[config.mk]
export PLATFORM = sky130hd
export DESIGN_NAME = lmp_i2c_page
export DESIGN_NICKNAME = d
export VERILOG_FILES = /design/src/rtl/lmp_i2c_page.v /design/src/rtl/lmp_strap_dec.v /design/src/rtl/lmp_sync.v
export VERILOG_INCLUDE_DIRS = /design/src /design/src/include
export SDC_FILE = /design/constraint.sdc
export NUM_CORES = 1
export LEC_CHECK = 0
export BUFFER_PORTS_ARGS = -buffer_cell sky130_fd_sc_hd__buf_4
export CORE_MARGIN = 1
export CORE_UTILIZATION = 53
export CTS_CLUSTER_SIZE = 25
export DETAILED_ROUTE_END_ITERATION = 10
export PLACE_DENSITY = 0.75
export SYNTH_ARGS = -nofsm -noshare
export SYNTH_HDL_FRONTEND = slang
export SYNTH_HIERARCHICAL = 1
export SYNTH_SLANG_ARGS = --single-unit
[constraint.sdc]
create_clock -name i_core_clk -period 1.9 [get_ports i_core_clk]
set_clock_uncertainty 0.15 [all_clocks]
set_input_delay 0.095 -clock i_core_clk [delete_from_list [all_inputs] [get_ports i_core_clk]]
set_output_delay 0.095 -clock i_core_clk [all_outputs]
set_load 0.005 [all_outputs]
[src/include/lmp_regs.vh]
// Purpose: register map, fields and timing of the serial page-access unit
// Assumes: byte-wide registers reached over the two-wire serial port
// Notes:   definitions only
`ifndef LMP_REGS_VH
`define LMP_REGS_VH

`define LMP_OFS_IRQ_MASK      8'hf0
`define LMP_OFS_IRQ_FLAGS     8'hf1
`define LMP_OFS_PAGE_SEL      8'hfd
`define LMP_OFS_UNLOCK        8'hfe

`define LMP_DEV_ADDR_TOP      3'h5
`define LMP_UNLOCK_KEY        8'hc5
`define LMP_UNLOCK_RST        8'h00
`define LMP_MASK_RST          4'h0
`define LMP_FLAGS_RST         5'h00
`define LMP_PAGE_RST          2'h0
`define LMP_PAGE_MAX          8'h03

`define LMP_MASK_AUTO_CLR     3
`define LMP_MASK_BREATH       2
`define LMP_MASK_SHORT        1
`define LMP_MASK_OPEN         0

`define LMP_FLAG_BREATH_LO    2
`define LMP_FLAG_BREATH_HI    4
`define LMP_FLAG_SHORT        1
`define LMP_FLAG_OPEN         0

`define LMP_PG0_RD_FIRST      8'h18
`define LMP_PG0_RD_LAST       8'h45
`define LMP_PG3_RD_ADDR       8'h11
`define LMP_PAGE_LED          2'h0
`define LMP_PAGE_FUNC         2'h3

`define LMP_CLK_PERIOD_NS     10
`define LMP_AUTO_CLR_NS       8000000
`define LMP_AUTO_CLR_CYC      (`LMP_AUTO_CLR_NS / `LMP_CLK_PERIOD_NS)

`endif

[src/rtl/lmp_i2c_page.v]
// Purpose: serial slave port, page select with unlock key, interrupt mask
//          and flags for an led matrix driver
// Assumes: bus wires and straps are asynchronous pins; page contents live
//          outside and return read data combinationally from o_page/o_ptr
// Notes:   sda is open drain: o_sda_oe high pulls the wire low
//
// Behaviour
// - Answer to 7-bit address plus direction bit; 0 write, 1 read.
// - Top three address bits are fixed at 101.
// - Each strap gives two bits: gnd 00, scl 01, sda 10, supply 11.
// - Sample sda while scl high; sda idles high between transfers.
// - Sda falling with scl high is start; then compare address.
// - Sda rising with scl high is stop; transfer ends.
// - Pull sda low on ninth clock when address byte matched.
// - Register address byte follows, msb first, and is acknowledged.
// - Write data bytes msb first, each one acknowledged.
// - Pointer increments by one during each data acknowledge.
// - Only unlock key, flags, page0 18h-45h, 11h on page0 or page3 read back.
// - Read: write address, register, repeated start, read address.
// - Page select values 0..3 pick pages; others reserved.
// - Page writes land in selected page; page resets to zero.
// - Page select locked after reset; unlock key resets to 00h.
// - Key c5h allows one page select write, then key returns 00h.
// - Mask bit 3 auto-clears interrupt after output low over 8 ms.
// - Mask bit 2 enables the breathing loop done interrupt.
// - Mask bits 1, 0 enable short and open interrupts; reset 0.
// - Flags: breathing done bits 4..2, short bit 1, open bit 0.
`timescale 1ns/1ps
`default_nettype none
`include "lmp_regs.vh"
module lmp_i2c_page #(
    parameter integer P_AUTO_CLR_CYC = `LMP_AUTO_CLR_CYC,
    parameter integer P_AC_W         = 20
) (
    input  wire       i_core_clk,
    input  wire       i_rst,
    input  wire       i_scl,
    input  wire       i_sda,
    output reg        o_sda_out,
    output reg        o_sda_oe,
    input  wire       i_addr_strap_low,
    input  wire       i_addr_strap_high,
    input  wire [2:0] i_breath_done,
    input  wire       i_short_evt,
    input  wire       i_open_evt,
    input  wire [7:0] i_page_rd_data,
    output reg  [1:0] o_page,
    output reg  [7:0] o_ptr,
    output reg        o_wr_stb,
    output reg  [1:0] o_wr_page,
    output reg  [7:0] o_wr_addr,
    output reg  [7:0] o_wr_data,
    output reg        o_irq_out_n
);
    localparam [2:0] S_IDLE = 3'h0;
    localparam [2:0] S_ADDR = 3'h1;
    localparam [2:0] S_REG  = 3'h2;
    localparam [2:0] S_WR   = 3'h3;
    localparam [2:0] S_RD   = 3'h4;
    localparam [2:0] S_WAIT = 3'h5;

    localparam [P_AC_W-1:0] AC_LIMIT = P_AUTO_CLR_CYC[P_AC_W-1:0];

    wire [3:0] sync_w;
    wire       scl_s;
    wire       sda_s;
    wire       strap_lo_s;
    wire       strap_hi_s;
    wire [1:0] addr_lo_bits;
    wire [1:0] addr_hi_bits;

    reg        scl_p_q;
    reg        sda_p_q;
    reg  [2:0] st_q;
    reg  [3:0] cnt_q;
    reg        ack_q;
    reg  [7:0] sh_q;
    reg  [7:0] tx_q;
    reg        rd_dir_q;
    reg  [7:0] key_q;
    reg  [3:0] mask_q;
    reg  [4:0] flags_q;
    reg        flags_rd_clr;
    reg  [P_AC_W-1:0] ac_cnt_q;

    lmp_sync #(
        .W (4)
    ) u_sync (
        .i_core_clk (i_core_clk),
        .i_rst      (i_rst),
        .i_async    ({i_addr_strap_high, i_addr_strap_low, i_sda, i_scl}),
        .o_sync     (sync_w)
    );

    assign scl_s      = sync_w[0];
    assign sda_s      = sync_w[1];
    assign strap_lo_s = sync_w[2];
    assign strap_hi_s = sync_w[3];

    lmp_strap_dec u_strap_lo (
        .i_core_clk (i_core_clk),
        .i_rst      (i_rst),
        .i_strap    (strap_lo_s),
        .i_scl      (scl_s),
        .i_sda      (sda_s),
        .o_bits     (addr_lo_bits)
    );

    lmp_strap_dec u_strap_hi (
        .i_core_clk (i_core_clk),
        .i_rst      (i_rst),
        .i_strap    (strap_hi_s),
        .i_scl      (scl_s),
        .i_sda      (sda_s),
        .o_bits     (addr_hi_bits)
    );

    // bus events seen on the synchronised wires
    wire scl_rise  = scl_s & ~scl_p_q;
    wire scl_fall  = ~scl_s & scl_p_q;
    wire start_evt = scl_s & scl_p_q & sda_p_q & ~sda_s;
    wire stop_evt  = scl_s & scl_p_q & ~sda_p_q & sda_s;

    wire [6:0] own_addr = {`LMP_DEV_ADDR_TOP, addr_hi_bits, addr_lo_bits};
    wire       addr_hit = (sh_q[7:1] == own_addr);

    wire key_armed = (key_q == `LMP_UNLOCK_KEY);

    // readable locations; everything else returns zero
    wire pg0_rd = (o_page == `LMP_PAGE_LED) &&
                  (o_ptr >= `LMP_PG0_RD_FIRST) && (o_ptr <= `LMP_PG0_RD_LAST);
    wire pg3_rd = (o_ptr == `LMP_PG3_RD_ADDR) &&
                  ((o_page == `LMP_PAGE_LED) || (o_page == `LMP_PAGE_FUNC));
    reg  [7:0] rd_byte;
    always @* begin
        if (o_ptr == `LMP_OFS_UNLOCK)
            rd_byte = key_q;
        else if (o_ptr == `LMP_OFS_IRQ_FLAGS)
            rd_byte = {3'h0, flags_q};
        else if (pg0_rd || pg3_rd)
            rd_byte = i_page_rd_data;
        else
            rd_byte = 8'h00;
    end

    wire is_page_addr = (o_ptr != `LMP_OFS_IRQ_MASK) && (o_ptr != `LMP_OFS_IRQ_FLAGS) &&
                        (o_ptr != `LMP_OFS_PAGE_SEL) && (o_ptr != `LMP_OFS_UNLOCK);

    always @(posedge i_core_clk) begin
        if (i_rst) begin
            scl_p_q <= 1'b1;
            sda_p_q <= 1'b1;
        end else begin
            scl_p_q <= scl_s;
            sda_p_q <= sda_s;
        end
    end

    // serial engine and register writes
    always @(posedge i_core_clk) begin
        if (i_rst) begin
            st_q         <= S_IDLE;
            cnt_q        <= 4'h0;
            ack_q        <= 1'b0;
            sh_q         <= 8'h00;
            tx_q         <= 8'h00;
            rd_dir_q     <= 1'b0;
            o_sda_out    <= 1'b0;
            o_sda_oe     <= 1'b0;
            o_ptr        <= 8'h00;
            o_page       <= `LMP_PAGE_RST;
            key_q        <= `LMP_UNLOCK_RST;
            mask_q       <= `LMP_MASK_RST;
            o_wr_stb     <= 1'b0;
            o_wr_page    <= 2'h0;
            o_wr_addr    <= 8'h00;
            o_wr_data    <= 8'h00;
            flags_rd_clr <= 1'b0;
        end else begin
            o_sda_out    <= 1'b0;
            o_wr_stb     <= 1'b0;
            flags_rd_clr <= 1'b0;
            if (start_evt) begin
                st_q     <= S_ADDR;
                cnt_q    <= 4'h0;
                ack_q    <= 1'b0;
                o_sda_oe <= 1'b0;
            end else if (stop_evt) begin
                st_q     <= S_IDLE;
                cnt_q    <= 4'h0;
                ack_q    <= 1'b0;
                o_sda_oe <= 1'b0;
            end else begin
                case (st_q)
                    S_ADDR, S_REG, S_WR: begin
                        if (scl_rise && (cnt_q < 4'h8)) begin
                            sh_q  <= {sh_q[6:0], sda_s};
                            cnt_q <= cnt_q + 4'h1;
                        end else if (scl_fall && ack_q) begin
                            // ninth clock over: release sda, or drive bit 7 of a read byte; next byte
                            ack_q    <= 1'b0;
                            cnt_q    <= 4'h0;
                            o_sda_oe <= 1'b0;
                            if (st_q == S_ADDR) begin
                                if (rd_dir_q) begin
                                    st_q         <= S_RD;
                                    tx_q         <= rd_byte;
                                    o_sda_oe     <= ~rd_byte[7];
                                    flags_rd_clr <= (o_ptr == `LMP_OFS_IRQ_FLAGS);
                                end else begin
                                    st_q <= S_REG;
                                end
                            end else begin
                                st_q <= S_WR;
                            end
                        end else if (scl_fall && (cnt_q == 4'h8)) begin
                            case (st_q)
                                S_ADDR: begin
                                    if (addr_hit) begin
                                        ack_q    <= 1'b1;
                                        o_sda_oe <= 1'b1;
                                        rd_dir_q <= sh_q[0];
                                    end else begin
                                        st_q <= S_WAIT;
                                    end
                                end
                                S_REG: begin
                                    ack_q    <= 1'b1;
                                    o_sda_oe <= 1'b1;
                                    o_ptr    <= sh_q;
                                end
                                default: begin
                                    ack_q    <= 1'b1;
                                    o_sda_oe <= 1'b1;
                                    o_ptr    <= o_ptr + 8'h01;
                                    if (o_ptr == `LMP_OFS_UNLOCK) begin
                                        key_q <= sh_q;
                                    end else if (o_ptr == `LMP_OFS_PAGE_SEL) begin
                                        // reserved values still use up the key
                                        if (key_armed) begin
                                            key_q <= `LMP_UNLOCK_RST;
                                            if (sh_q <= `LMP_PAGE_MAX)
                                                o_page <= sh_q[1:0];
                                        end
                                        // locked: write dropped
                                    end else if (o_ptr == `LMP_OFS_IRQ_MASK) begin
                                        mask_q <= sh_q[3:0];
                                    end else if (is_page_addr) begin
                                        o_wr_stb  <= 1'b1;
                                        o_wr_page <= o_page;
                                        o_wr_addr <= o_ptr;
                                        o_wr_data <= sh_q;
                                    end
                                end
                            endcase
                        end
                    end
                    S_RD: begin
                        if (scl_rise && (cnt_q < 4'h8)) begin
                            cnt_q <= cnt_q + 4'h1;
                        end else if (scl_rise) begin
                            // master ack low: next byte; high ends read
                            if (!sda_s) begin
                                o_ptr <= o_ptr + 8'h01;
                                cnt_q <= 4'h0;
                            end else begin
                                st_q <= S_WAIT;
                            end
                        end else if (scl_fall && (cnt_q == 4'h8)) begin
                            o_sda_oe <= 1'b0;
                        end else if (scl_fall && (cnt_q == 4'h0)) begin
                            tx_q         <= rd_byte;
                            o_sda_oe     <= ~rd_byte[7];
                            flags_rd_clr <= (o_ptr == `LMP_OFS_IRQ_FLAGS);
                        end else if (scl_fall) begin
                            o_sda_oe <= ~tx_q[3'h7 - cnt_q[2:0]];
                        end
                    end
                    S_WAIT: begin
                        o_sda_oe <= 1'b0;
                    end
                    default: begin
                        o_sda_oe <= 1'b0;
                        cnt_q    <= 4'h0;
                    end
                endcase
            end
        end
    end

    // interrupt flags: sticky, set wins over any clear
    wire [4:0] evt = {i_breath_done, i_short_evt, i_open_evt};
    wire [4:0] en  = {{3{mask_q[`LMP_MASK_BREATH]}},
                      mask_q[`LMP_MASK_SHORT], mask_q[`LMP_MASK_OPEN]};
    wire       ac_fire = mask_q[`LMP_MASK_AUTO_CLR] && (ac_cnt_q >= AC_LIMIT);
    wire       flag_clr = flags_rd_clr | ac_fire;

    always @(posedge i_core_clk) begin
        if (i_rst) begin
            flags_q     <= `LMP_FLAGS_RST;
            ac_cnt_q    <= {P_AC_W{1'b0}};
            o_irq_out_n <= 1'b1;
        end else begin
            flags_q     <= (flag_clr ? 5'h00 : flags_q) | evt;
            o_irq_out_n <= ~|(((flag_clr ? 5'h00 : flags_q) | evt) & en);
            // counter runs only while the output is held low
            if (!o_irq_out_n && mask_q[`LMP_MASK_AUTO_CLR] && !ac_fire)
                ac_cnt_q <= ac_cnt_q + {{(P_AC_W-1){1'b0}}, 1'b1};
            else
                ac_cnt_q <= {P_AC_W{1'b0}};
        end
    end
endmodule
`default_nettype wire

[src/rtl/lmp_strap_dec.v]
// Purpose: decode one address strap pin into two address bits
// Assumes: strap, scl and sda already synchronised to the core clock
// Notes:   the strap may be tied low, high, or to either bus wire
`timescale 1ns/1ps
`default_nettype none
`include "lmp_regs.vh"
module lmp_strap_dec (
    input  wire       i_core_clk,
    input  wire       i_rst,
    input  wire       i_strap,
    input  wire       i_scl,
    input  wire       i_sda,
    output wire [1:0] o_bits
);
    reg seen_hi_q;
    reg seen_lo_q;
    reg diff_scl_q;
    reg [1:0] settle_q;

    // a pin that never differed from scl since reset is tied to scl;
    // the start condition already separates scl from sda before any compare
    always @(posedge i_core_clk) begin
        if (i_rst) begin
            seen_hi_q  <= 1'b0;
            seen_lo_q  <= 1'b0;
            diff_scl_q <= 1'b0;
            settle_q   <= 2'h0;
        end else if (!settle_q[1]) begin
            // synchroniser still shows its reset level for two edges
            settle_q <= settle_q + 2'h1;
        end else begin
            if (i_strap)
                seen_hi_q <= 1'b1;
            else
                seen_lo_q <= 1'b1;
            if (i_strap != i_scl)
                diff_scl_q <= 1'b1;
        end
    end

    assign o_bits = !seen_hi_q  ? 2'h0 :
                    !seen_lo_q  ? 2'h3 :
                    !diff_scl_q ? 2'h1 : 2'h2;
endmodule
`default_nettype wire

[src/rtl/lmp_sync.v]
// Purpose: two-stage synchroniser for asynchronous pin levels
// Assumes: inputs are slow levels relative to the core clock
// Notes:   first stage feeds only the second stage
`timescale 1ns/1ps
`default_nettype none
module lmp_sync #(
    parameter W = 4
) (
    input  wire         i_core_clk,
    input  wire         i_rst,
    input  wire [W-1:0] i_async,
    output wire [W-1:0] o_sync
);
    genvar g;
    generate
        for (g = 0; g < W; g = g + 1) begin : g_bit
            reg meta_q;
            reg sync_q;
            // reset to high: an idle two-wire bus rests high
            always @(posedge i_core_clk) begin
                if (i_rst) begin
                    meta_q <= 1'b1;
                    sync_q <= 1'b1;
                end else begin
                    meta_q <= i_async[g];
                    sync_q <= meta_q;
                end
            end
            assign o_sync[g] = sync_q;
        end
    endgenerate
endmodule
`default_nettype wire

### Word level (Yosys, flattened, before mapping)

Index checks and enable logic that the tools add are counted.

| operators by class | value |
|---|---|
| add/subtract/negate cells | 6 |
| $lt $le $gt $ge | 6 |
| equal/unequal tests | 50 |
| mux-type cells | 77 |
| bitwise operators | 30 |
| reductions and logical operators | 50 |

Operators by type and width:

| operator | count |
|---|---|
| two-way mux 8 bit | 20 |
| case mux 8 bit (2 select lines) | 3 |
| equality test 8 bit, second input constant | 5 |
| AND reduction 11 bit | 3 |
| != test 8 bit, second input constant | 4 |
| two-way mux 3 bit | 10 |
| != test 2 bit, second input constant | 13 |
| two-way mux 1 bit | 25 |
| AND reduction 8 bit | 3 |
| != test 3 bit, second input constant | 7 |
| adder 20 x 1 -> 20 bit, second input constant | 1 |
| >= comparator 20 bit, second input constant | 1 |
| two-way mux 4 bit | 5 |
| != test 4 bit, second input constant | 5 |
| NOT 1 bit | 20 |
| AND reduction 10 bit | 2 |
| two-way mux 2 bit | 8 |
| != test 5 bit, second input constant | 3 |
| logical AND 1 bit | 13 |
| case mux 4 bit (3 select lines) | 1 |
| AND reduction 2 bit | 6 |
| AND reduction 4 bit | 3 |
| OR reduction 12 bit | 1 |
| AND reduction 9 bit | 1 |
| other kinds (37) | 56 |

| word-level totals | value |
|---|---|
| register bits after elaboration | 114 |
| input bits | 19 |
| output and inout port bits | 32 |
| word-level logic and storage cells | 259 |

### Logic depth before layout (Yosys ltp)

Gate-level depths: netlist of run 1.

| logic depth | value |
|---|---|
| depth after elaboration | 13 |
| mapped depth | 8 |
| gate-level depth less buffers | 7 |

### Cells and area by module

Netlist of run 1, hierarchy kept.

By module, submodules not included:

| module | times used | cells each | area each (µm²) | sequential area each (µm²) |
|---|---|---|---|---|
| lmp_i2c_page | 1 | 546 | 4814.6 | 1921.8 |
| lmp_strap_dec | 2 | 20 | 183.9 | 100.1 |
| lmp_sync | 1 | 20 | 240.2 | 160.2 |

### Least setup slack after synthesis of run 1

No wires, ideal clock.

| timing path | value |
|---|---|
| kind | register to register |
| start point | reg o_page[0] |
| end point | reg tx_q[1] |
| setup time | 0.096 ns |
| arrival time | 1.898 ns |
| required time | 1.654 ns |
| path slack | -0.244 ns |
| stages on the path, launching flop included | 8 |
| path buffers | 0 |
| clock period less this slack | 2.144 ns |
| path through | dfxtp_1 inv_1 ha_1 nor4b_4 a22oi_2 a2111oi_4 a221oi_2 o41ai_2 |

| between the ends | value |
|---|---|
| cells in the longest elaborated chain, start to end | 12 |
| elaborated cells between the ends (all ways) | 19 |
| classes of those cells | eq/ne: 1; mux: 12; reduce/logical: 6 |

Ends and longest elaborated chain:

| element | RTL line | source |
|---|---|---|
| from (decl) | lmp_i2c_page.v:47 | `output reg [1:0] o_page,` |
| from (signal assigned) | lmp_i2c_page.v:171 | `` o_page <= `LMP_PAGE_RST; `` |
| from (signal assigned) | lmp_i2c_page.v:243 | `o_page <= sh_q[1:0];` |
| equality test 2 bit (no source line) / zero test 2 bit (equally long branches) | - |  |
| logical OR 1 bit / logical AND 1 bit (equally long branches) | lmp_i2c_page.v:133, lmp_i2c_page.v:130 |  |
| logical AND 1 bit, on equally long branches | lmp_i2c_page.v:132, lmp_i2c_page.v:130 |  |
| logical OR 1 bit (*) | lmp_i2c_page.v:140 | `else if (pg0_rd \|\| pg3_rd)` |
| two-way mux 8 bit (*) | lmp_i2c_page.v:140 |  |
| two-way mux 8 bit (*) | lmp_i2c_page.v:138 | `` else if (o_ptr == `LMP_OFS_IRQ_FLAGS) `` |
| two-way mux 8 bit (*) | lmp_i2c_page.v:136 | `` if (o_ptr == `LMP_OFS_UNLOCK) `` |
| two-way mux 8 bit, on equally long branches | lmp_i2c_page.v:271, lmp_i2c_page.v:205 |  |
| two-way mux 8 bit, on equally long branches | lmp_i2c_page.v:269, lmp_i2c_page.v:204 |  |
| two-way mux 8 bit, on equally long branches | lmp_i2c_page.v:261, lmp_i2c_page.v:199 |  |
| two-way mux 8 bit, on equally long branches | lmp_i2c_page.v:259, lmp_i2c_page.v:196 |  |
| case mux 8 bit (2 select lines) (*) | lmp_i2c_page.v:194 | `case (st_q)` |
| to (signal assigned) | lmp_i2c_page.v:207 | `tx_q <= rd_byte;` |
| to (signal assigned) | lmp_i2c_page.v:272 | `tx_q <= rd_byte;` |
| to (decl) | lmp_i2c_page.v:78 | `reg [7:0] tx_q;` |

Mark *: on every way between the ends. The rest lies on a longest branch, timed or not. The select of a mux whose other input is x is not followed.
A chain may end at the register's enable or synchronous reset.

### Final worst setup path of run 1

Ends and elaborated chain as after synthesis.

==> qor_table.md, run 1 <==
| Result | This run | Unit |
| --- | --- | --- |
| Maximum clock frequency | 0.478 | GHz |
| Area fraction in compound gates after synthesis | 16.8 | % |
| Multiplexer fraction of the synthesized cell area | 4.52 | % |
| Final worst-path cycle share | 110 | % |
| Clock latency at the later pin of the worst-skew pair | 0.55 | ns |
| Worst path setup slack after routing | -0.194 | ns |
| Final routed wirelength across all metal layers | 14.8 | mm |
| Critical path data arrival time | 2.38 | ns |
| Post-route antenna net violation count | 0 | - |
| Number of antenna violations at the first check in global routing | 0 | - |
| Pwr dens | 837 | nW/um2 |
| Max_cap viols | 0 | - |
| Number of flops mapped to enable cells by yosys | 0 | - |
| Routability cong. | 0.891 | - |
| H-tree levels | 4 | - |
| Die boundary height | 103 | um |
| Final number of max-transition violations | 0 | - |
| Mapped Area | 5420 | um2 |
| Placeable core region | 9860 | um2 |
| Antenna diode count | 0 | - |
| Drt first-iter violations | 310 | - |
| Via count | 5,021 | - |
| Via/cell ratio | 5.74 | - |
| Highest fanout seen on the critical path | 9 | - |
| Sort of element at the start of the critical path | flip-flop | - |
| Hold Fails Final Rpt | 0 | - |
| Total DRC errors in the routed layout | 0 | - |
| HPWL after detailed placement | 9.49 | mm |
| Post-layout nets | 758 | - |
| Setup slack at placement | -0.0793 | ns |
| Overall fraction of global-route tracks in use | 27.0 | % |
| Setup TNS | -0.521 | ns |
| Sequential fraction of the synthesis area | 42.1 | % |
| Register clock-pin slew on the reported worst setup and hold paths | 0.06 | ns |
| Category of the most critical setup path | reg -> reg | - |
| Worst-case hold slack | 0.125 | ns |
| Outcome | complete, but fails checks | - |
| Area share of fa/ha/maj cells after synthesis | 2.31 | % |
| Final setup violating endpoints | 9 | - |
| Die width | 103 | um |
| Peak per-stage delay on the critical path | 0.35 | ns |
| Lkg Pwr | 2.92 | nW |
| Crit. End Element | flip-flop | - |
| Simple-gate area share of the yosys netlist | 24.8 | % |
| Total CTS buffers | 17 | - |
| Worst path required time | 2.18 | ns |
| Final period demand of the worst path | 2.09 | ns |
| CTS Buffer Depth | 2 | - |
| Wire length of the first global-routing pass | 21.6 | mm |
| Combinational family with the most area after synthesis | simple AND/OR/NAND/NOR gates | - |
| Average size of a mapped cell | 8.95 | um2 |
| Ys async rst share | 0 | % |
| Number of iterations in the first detailed-routing pass | 5 | - |
| Total power of the final layout | 6.22 | mW |
| Number of different library cells in the post-synthesis netlist | 79 | - |
| Root buffer cell | sky130_fd_sc_hd__clkbuf_8 | - |
| Failing checks | negative setup slack | - |
| Routed wire per std cell | 16.9 | um |
| Initial core utilization | 55.0 | % |
| Setup repair after global routing missed its margin | yes | - |
| Layout Area Growth over Synthesis | 37.1 | % |
| Xor and xnor area share after synthesis | 4.20 | % |
| Number of port buffers | 49 | - |
| Global route total overflow | 0 | - |
| Maximum ir drop on the vdd rail | 1090 | uV |
| Proportion of layout cells with a drive suffix above 1 | 31.4 | % |
| Number of rows in the core area | 36 | - |
| Kind of path behind the tightest hold check | in -> reg | - |
| Post-synthesis register bit count | 114 | - |
| Post-Synthesis Net Count | 635 | - |
| Instance count of the mapped netlist | 606 | - |
| Via count of the first global-routing pass | 4,636 | - |
| Synth warn | 6 | - |
| Ports placed on the boundary | 51 | - |
| Die area | 10,600 | um2 |
| Leading register cell type out of synthesis | sky130_fd_sc_hd__dfxtp_1 | - |
| Clock tree from TritonCTS | yes | - |
| Pin count of the biggest net entering global routing | 69 | - |
| CP max stage cell | sky130_fd_sc_hd__o41ai_2 | - |
| Crit path cell chain | inv_2 > ha_4 > nor4b_4 > a22oi_2 > a2111oi_4 > buf_6 > a221oi_2 > o41ai_2 | - |
| Fin util | 75.4 | % |
| Sinks on the clock net | 114 | - |
-- final timing paths --
path / start / endpoint / slack [ns] / cells past startpoint
max: o_page[0] / tx_q[1] / -0.19 / 8
min: i_addr_strap_high / u_sync/g_bit[3].meta_q / 0.12 / 3
max reg2reg: o_page[0] / tx_q[1] / -0.19 / 8
min reg2reg: u_sync/g_bit[0].meta_q / u_sync/g_bit[0].sync_q / 0.25 / 1
-- routing by layer --
layer | GRT usage (%) | routed length (um)
met4 | 12.6 | 384
met2 | 47.0 | 7490
met1 | 30.7 | 6090
met5 | 0 | 0
met3 | 7.32 | 800
-- registers in the layout (all words and copies together), names as in the netlist, 3 cells and up --
register	flops
ac_cnt_q	20
cnt_q	4
flags_q	5
key_q	8
mask_q	4
o_ptr	8
o_wr_addr	8
o_wr_data	8
sh_q	8
st_q	3
tx_q	8
u_sync/g_bit.meta_q	4
u_sync/g_bit.sync_q	4
-- layout by cell type (no fill, tap or decap), types with 4 or more instances in the layout --
cell / n
sky130_fd_sc_hd__nor4_1: 4
sky130_fd_sc_hd__a22o_1: 7
sky130_fd_sc_hd__bufinv_16: 4
sky130_fd_sc_hd__nand2b_1: 14
sky130_fd_sc_hd__clkbuf_16: 18
sky130_fd_sc_hd__nor2_1: 83
sky130_fd_sc_hd__buf_6: 8
sky130_fd_sc_hd__nand3_1: 16
sky130_fd_sc_hd__buf_4: 109
sky130_fd_sc_hd__dfxtp_1: 103
sky130_fd_sc_hd__nand4_1: 13
sky130_fd_sc_hd__mux2i_1: 19
sky130_fd_sc_hd__nand2_1: 39
sky130_fd_sc_hd__xor2_1: 15
sky130_fd_sc_hd__a211oi_1: 7
sky130_fd_sc_hd__a211oi_2: 4
sky130_fd_sc_hd__or2b_2: 4
sky130_fd_sc_hd__dlygate4sd3_1: 18
sky130_fd_sc_hd__xnor2_1: 11
sky130_fd_sc_hd__nor2b_1: 4
sky130_fd_sc_hd__a21oi_2: 6
sky130_fd_sc_hd__a21o_1: 4
sky130_fd_sc_hd__o21ai_1: 4
sky130_fd_sc_hd__nor3b_1: 4
sky130_fd_sc_hd__nand3b_1: 10
sky130_fd_sc_hd__clkinvlp_4: 5
sky130_fd_sc_hd__inv_6: 4
sky130_fd_sc_hd__a222oi_1: 5
sky130_fd_sc_hd__o21ai_0: 20
sky130_fd_sc_hd__or2_1: 8
sky130_fd_sc_hd__a21oi_1: 26
sky130_fd_sc_hd__nor3_1: 6
sky130_fd_sc_hd__inv_1: 16
sky130_fd_sc_hd__ha_1: 8
sky130_fd_sc_hd__dfxtp_2: 9
-- stage by stage --
| step | area [um2] | cells |
|---|---|---|
| after global placement | 6260 | 814 |
| after global routing | 7430 | 875 |
| after floorplan | 5460 | 606 |
| final | 7430 | 875 |
| after detailed placement | 6260 | 814 |
| after CTS | 7090 | 865 |
-- worst max-delay path, delay by kind of cell (launching register included) --
family | cells | cell delay [ns]
AND/OR/NAND/NOR | 1 | 0.24
adder cells (fa/ha/maj) | 1 | 0.25
flip-flops | 1 | 0.34
buffers and inverters | 2 | 0.24
AO/OA/AOI/OAI | 4 | 0.76
-- power by group --
part	total (mW)	switching (mW)	internal (mW)	leakage (nW)
Clock	3.39	1.21	2.18	0.291
Combinational	0.342	0.167	0.175	1.70
Sequential	2.49	0.0457	2.44	0.928
-- cell type report --
type	instances	area [um2]
clock inverter	14	201
sequential	114	2300
inverter	18	67.6
timing repair buffer	140	1200
clock buffer	18	428
fill	665	2430
multi-input combinational	438	3070
tap	133	166
-- timing repair --
item	4_1_cts	5_1_grt
gates cloned	0	3
hold endpoints to repair	53	0
gates resized for setup	3	70
setup buffers	1	7
setup endpoints to repair	7	70
hold buffers	18	0
pin swaps	1	12
-- kinds of logic after synthesis --
group / Yosys count
and+or+nand+nor: 250
AOI/OAI and AO/OA: 129
DFF: 114
buffers and inverters: 54
xor gates and xnor gates: 26
muxes: 22
adders and majority gates: 10
other: 1
-- cells in the mapped netlist, types with 5 or more instances --
| library cell | number | share of area (%) |
|---|---|---|
| sky130_fd_sc_hd__nor4_1 | 7 | 0.81 |
| sky130_fd_sc_hd__nand3b_1 | 10 | 1.4 |
| sky130_fd_sc_hd__a21oi_1 | 32 | 3.0 |
| sky130_fd_sc_hd__a211oi_1 | 11 | 1.5 |
| sky130_fd_sc_hd__xnor2_1 | 11 | 1.8 |
| sky130_fd_sc_hd__nand3_1 | 18 | 1.7 |
| sky130_fd_sc_hd__nor3b_1 | 6 | 0.83 |
| sky130_fd_sc_hd__dfxtp_1 | 114 | 42 |
| sky130_fd_sc_hd__o21ai_0 | 25 | 2.3 |
| sky130_fd_sc_hd__a22o_1 | 7 | 1.1 |
| sky130_fd_sc_hd__ha_1 | 10 | 2.3 |
| sky130_fd_sc_hd__nand2b_1 | 14 | 1.6 |
| sky130_fd_sc_hd__buf_2 | 7 | 0.65 |
| sky130_fd_sc_hd__clkbuf_1 | 16 | 1.1 |
| sky130_fd_sc_hd__a222oi_1 | 5 | 0.92 |
| sky130_fd_sc_hd__inv_1 | 18 | 1.2 |
| sky130_fd_sc_hd__mux2i_1 | 20 | 3.7 |
| sky130_fd_sc_hd__nand2_1 | 43 | 3.0 |
| sky130_fd_sc_hd__buf_4 | 6 | 0.83 |
| sky130_fd_sc_hd__or2_1 | 8 | 0.92 |
| sky130_fd_sc_hd__nor2_1 | 86 | 6.0 |
| sky130_fd_sc_hd__xor2_1 | 15 | 2.4 |
| sky130_fd_sc_hd__nor3_1 | 8 | 0.74 |
| sky130_fd_sc_hd__nand4_1 | 13 | 1.5 |
(Power assumes the default switching activity.)
==> run 2, diff against run 1 <==
--- a/config.mk
+++ b/config.mk
@@ -7,11 +7,11 @@
 export NUM_CORES = 1
 export LEC_CHECK = 0
 export BUFFER_PORTS_ARGS = -buffer_cell sky130_fd_sc_hd__buf_4
+export CAP_MARGIN = 10
 export CORE_MARGIN = 1
-export CORE_UTILIZATION = 53
+export CORE_UTILIZATION = 25
 export CTS_CLUSTER_SIZE = 25
 export DETAILED_ROUTE_END_ITERATION = 10
-export PLACE_DENSITY = 0.75
 export SYNTH_ARGS = -nofsm -noshare
 export SYNTH_HDL_FRONTEND = slang
 export SYNTH_HIERARCHICAL = 1
==> qor_table.md, run 2 (same netlist as run 1, synthesis figures left out) <==
| Result | This run | Unit |
| --- | --- | --- |
| Placeable core region | 21,200 | um2 |
| Global route total overflow | 0 | - |
| Crit path cell chain | inv_2 > ha_4 > nor4b_4 > a22oi_2 > a2111oi_4 > buf_6 > buf_4 > a21o_1 > a32oi_1 | - |
| HPWL after detailed placement | 10.3 | mm |
| CP top delay family | compound AO/OA/AOI/OAI gates | - |
| Pin count of the biggest net entering global routing | 41 | - |
| Via count | 4,816 | - |
| Most frequent cells in the layout | sky130_fd_sc_hd__buf_4 (124), sky130_fd_sc_hd__dfxtp_1 (102), sky130_fd_sc_hd__nor2_1 (85) | - |
| Highest fanout seen on the critical path | 6 | - |
| Setup slack at placement | -0.0549 | ns |
| Sort of element at the start of the critical path | flip-flop | - |
| Kind of path behind the tightest hold check | in -> reg | - |
| Post-route antenna net violation count | 0 | - |
| Worst path required time | 2.03 | ns |
| Most frequent standard cell in the layout excluding fill and tap cells | sky130_fd_sc_hd__buf_4 | - |
| Sinks on the clock net | 114 | - |
| Number of port buffers | 49 | - |
| Final number of max-transition violations | 0 | - |
| Total power of the final layout | 5.70 | mW |
| Setup slack of the most critical reg-to-reg path | -0.02 | ns |
| Number of antenna violations at the first check in global routing | 0 | - |
| Proportion of layout cells with a drive suffix above 1 | 31.3 | % |
| Launching point of the worst reg2reg path | o_page[0] | - |
| Number of iterations in the first detailed-routing pass | 4 | - |
| Wire length of the first global-routing pass | 23.2 | mm |
| CP max stage cell | sky130_fd_sc_hd__dfxtp_2 | - |
| Overall fraction of global-route tracks in use | 13.3 | % |
| H-tree levels | 4 | - |
| Clock latency at the later pin of the worst-skew pair | 0.41 | ns |
| Total CTS buffers | 17 | - |
| Register clock-pin slew on the reported worst setup and hold paths | 0.06 | ns |
| Die area | 22,300 | um2 |
| Crit. End Element | flip-flop | - |
| Category of the most critical setup path | reg -> reg | - |
| Depth of the critical timing path with buffers and inverters included | 9 | - |
| Die width | 149 | um |
| Post-Place Cell Area | 6520 | um2 |
| Lkg Pwr | 2.90 | nW |
| Setup TNS | -0.0669 | ns |
| Clock tree from TritonCTS | yes | - |
| Initial core utilization | 25.6 | % |
| Number of rows in the core area | 53 | - |
| CTS Buffer Depth | 2 | - |
| Die boundary height | 149 | um |
| Critical Path Sink | o_sda_oe | - |
| Worst path setup slack after routing | -0.0222 | ns |
| Layout Area Growth over Synthesis | 38.7 | % |
| Drt first-iter violations | 328 | - |
| Antenna diode count | 0 | - |
| Register with the highest flop count | ac_cnt_q | - |
| Buffer and inverter count on the worst path | 3 | - |
| Outcome | complete, but fails checks | - |
| Final routed wirelength across all metal layers | 14.5 | mm |
| Hold Fails Final Rpt | 0 | - |
| Via count of the first global-routing pass | 4,586 | - |
| Maximum clock frequency | 0.520 | GHz |
| Final setup violating endpoints | 7 | - |
| Failing checks | negative setup slack | - |
| Largest register FFs | 20 | - |
| Setup crit start | o_page[0] | - |
| Root buffer cell | sky130_fd_sc_hd__clkbuf_16 | - |
| FF-to-FF End | o_sda_oe | - |
| Summed area of non-filler cells in the final layout | 7520 | um2 |
| Max_cap viols | 0 | - |
| Final worst-path cycle share | 101 | % |
| Peak per-stage delay on the critical path | 0.33 | ns |
| Final period demand of the worst path | 1.92 | ns |
| Critical path data arrival time | 2.05 | ns |
| Total DRC errors in the routed layout | 0 | - |
| Count of non-filler cells in the finished layout | 1,025 | - |
| Maximum ir drop on the vdd rail | 395 | uV |
| Via/cell ratio | 4.70 | - |
| Setup repair after global routing missed its margin | yes | - |
| Post-layout nets | 766 | - |
| Placed cell count | 968 | - |
| Routability cong. | 0.905 | - |
| Routed wire per std cell | 14.1 | um |
| Worst R2R Path Depth | 9 | - |
| Pwr dens | 757 | nW/um2 |
| Ports placed on the boundary | 51 | - |
run 2: cell type report:
type / count / area, um2
fill: 2134 / 13600
multi-input combinational: 438 / 3060
sequential: 114 / 2300
timing repair buffer: 148 / 1210
clock buffer: 17 / 425
tap: 275 / 344
clock inverter: 15 / 113
inverter: 18 / 67.6
run 2: worst min path at each step:
stage                                 start                      to  depth (start not counted)
after detailed placement              i_sda  u_sync/g_bit[1].meta_q                          2
after global routing                  i_sda  u_sync/g_bit[1].meta_q                          3
after global placement                i_sda  u_sync/g_bit[1].meta_q                          2
after CTS                 i_addr_strap_high  u_sync/g_bit[3].meta_q                          3
final                     i_addr_strap_high  u_sync/g_bit[3].meta_q                          3
after floorplan                       i_rst    u_strap_hi/seen_lo_q                          1
run 2: per-layer routing:
layer  GRT usage, %  vias to the layer above  share of wire (%)
met5              0                        -                  0
met4           4.95                        0                1.5
met3           3.15                       15                3.7
met2           22.0                       98                 49
met1           16.6                     2290                 46
li1               -                     2413                  -
run 2: repair_timing:
item                                   4_1_cts  5_1_grt
endpoints found under the hold margin       24        0
hold buffers                                18        0
setup endpoints to repair                    9       50
pin swaps                                    3       26
gates resized for setup                      8       49
gates cloned                                 0        2
setup buffers                                0        5
run 2: worst register-to-register path, stage by stage, from the launching register on:
cell and delay (ns):
sky130_fd_sc_hd__dfxtp_2 0.33, sky130_fd_sc_hd__inv_2 0.04, sky130_fd_sc_hd__ha_4 0.23, sky130_fd_sc_hd__nor4b_4 0.22
sky130_fd_sc_hd__a22oi_2 0.10, sky130_fd_sc_hd__a2111oi_4 0.21, sky130_fd_sc_hd__buf_6 0.17, sky130_fd_sc_hd__buf_4 0.14
sky130_fd_sc_hd__a21o_1 0.12, sky130_fd_sc_hd__a32oi_1 0.09
run 2: where the power goes:
group	switching (mW)	internal, mW	total, mW	leakage (nW)
Combinational	0.167	0.174	0.341	1.71
Clock	1.19	1.67	2.86	0.260
Sequential	0.0470	2.44	2.49	0.929
Total	1.41	4.29	5.70	2.90
run 2: through the flow:
step / util, % / hold slack (ns)
finish: 35.6 / 0.251
global placement: 30.8 / 0.130
global route: 35.6 / 0.249
detailed placement: 30.8 / 0.127
CTS: 34.3 / 0.239
floorplan: - / 0.0141
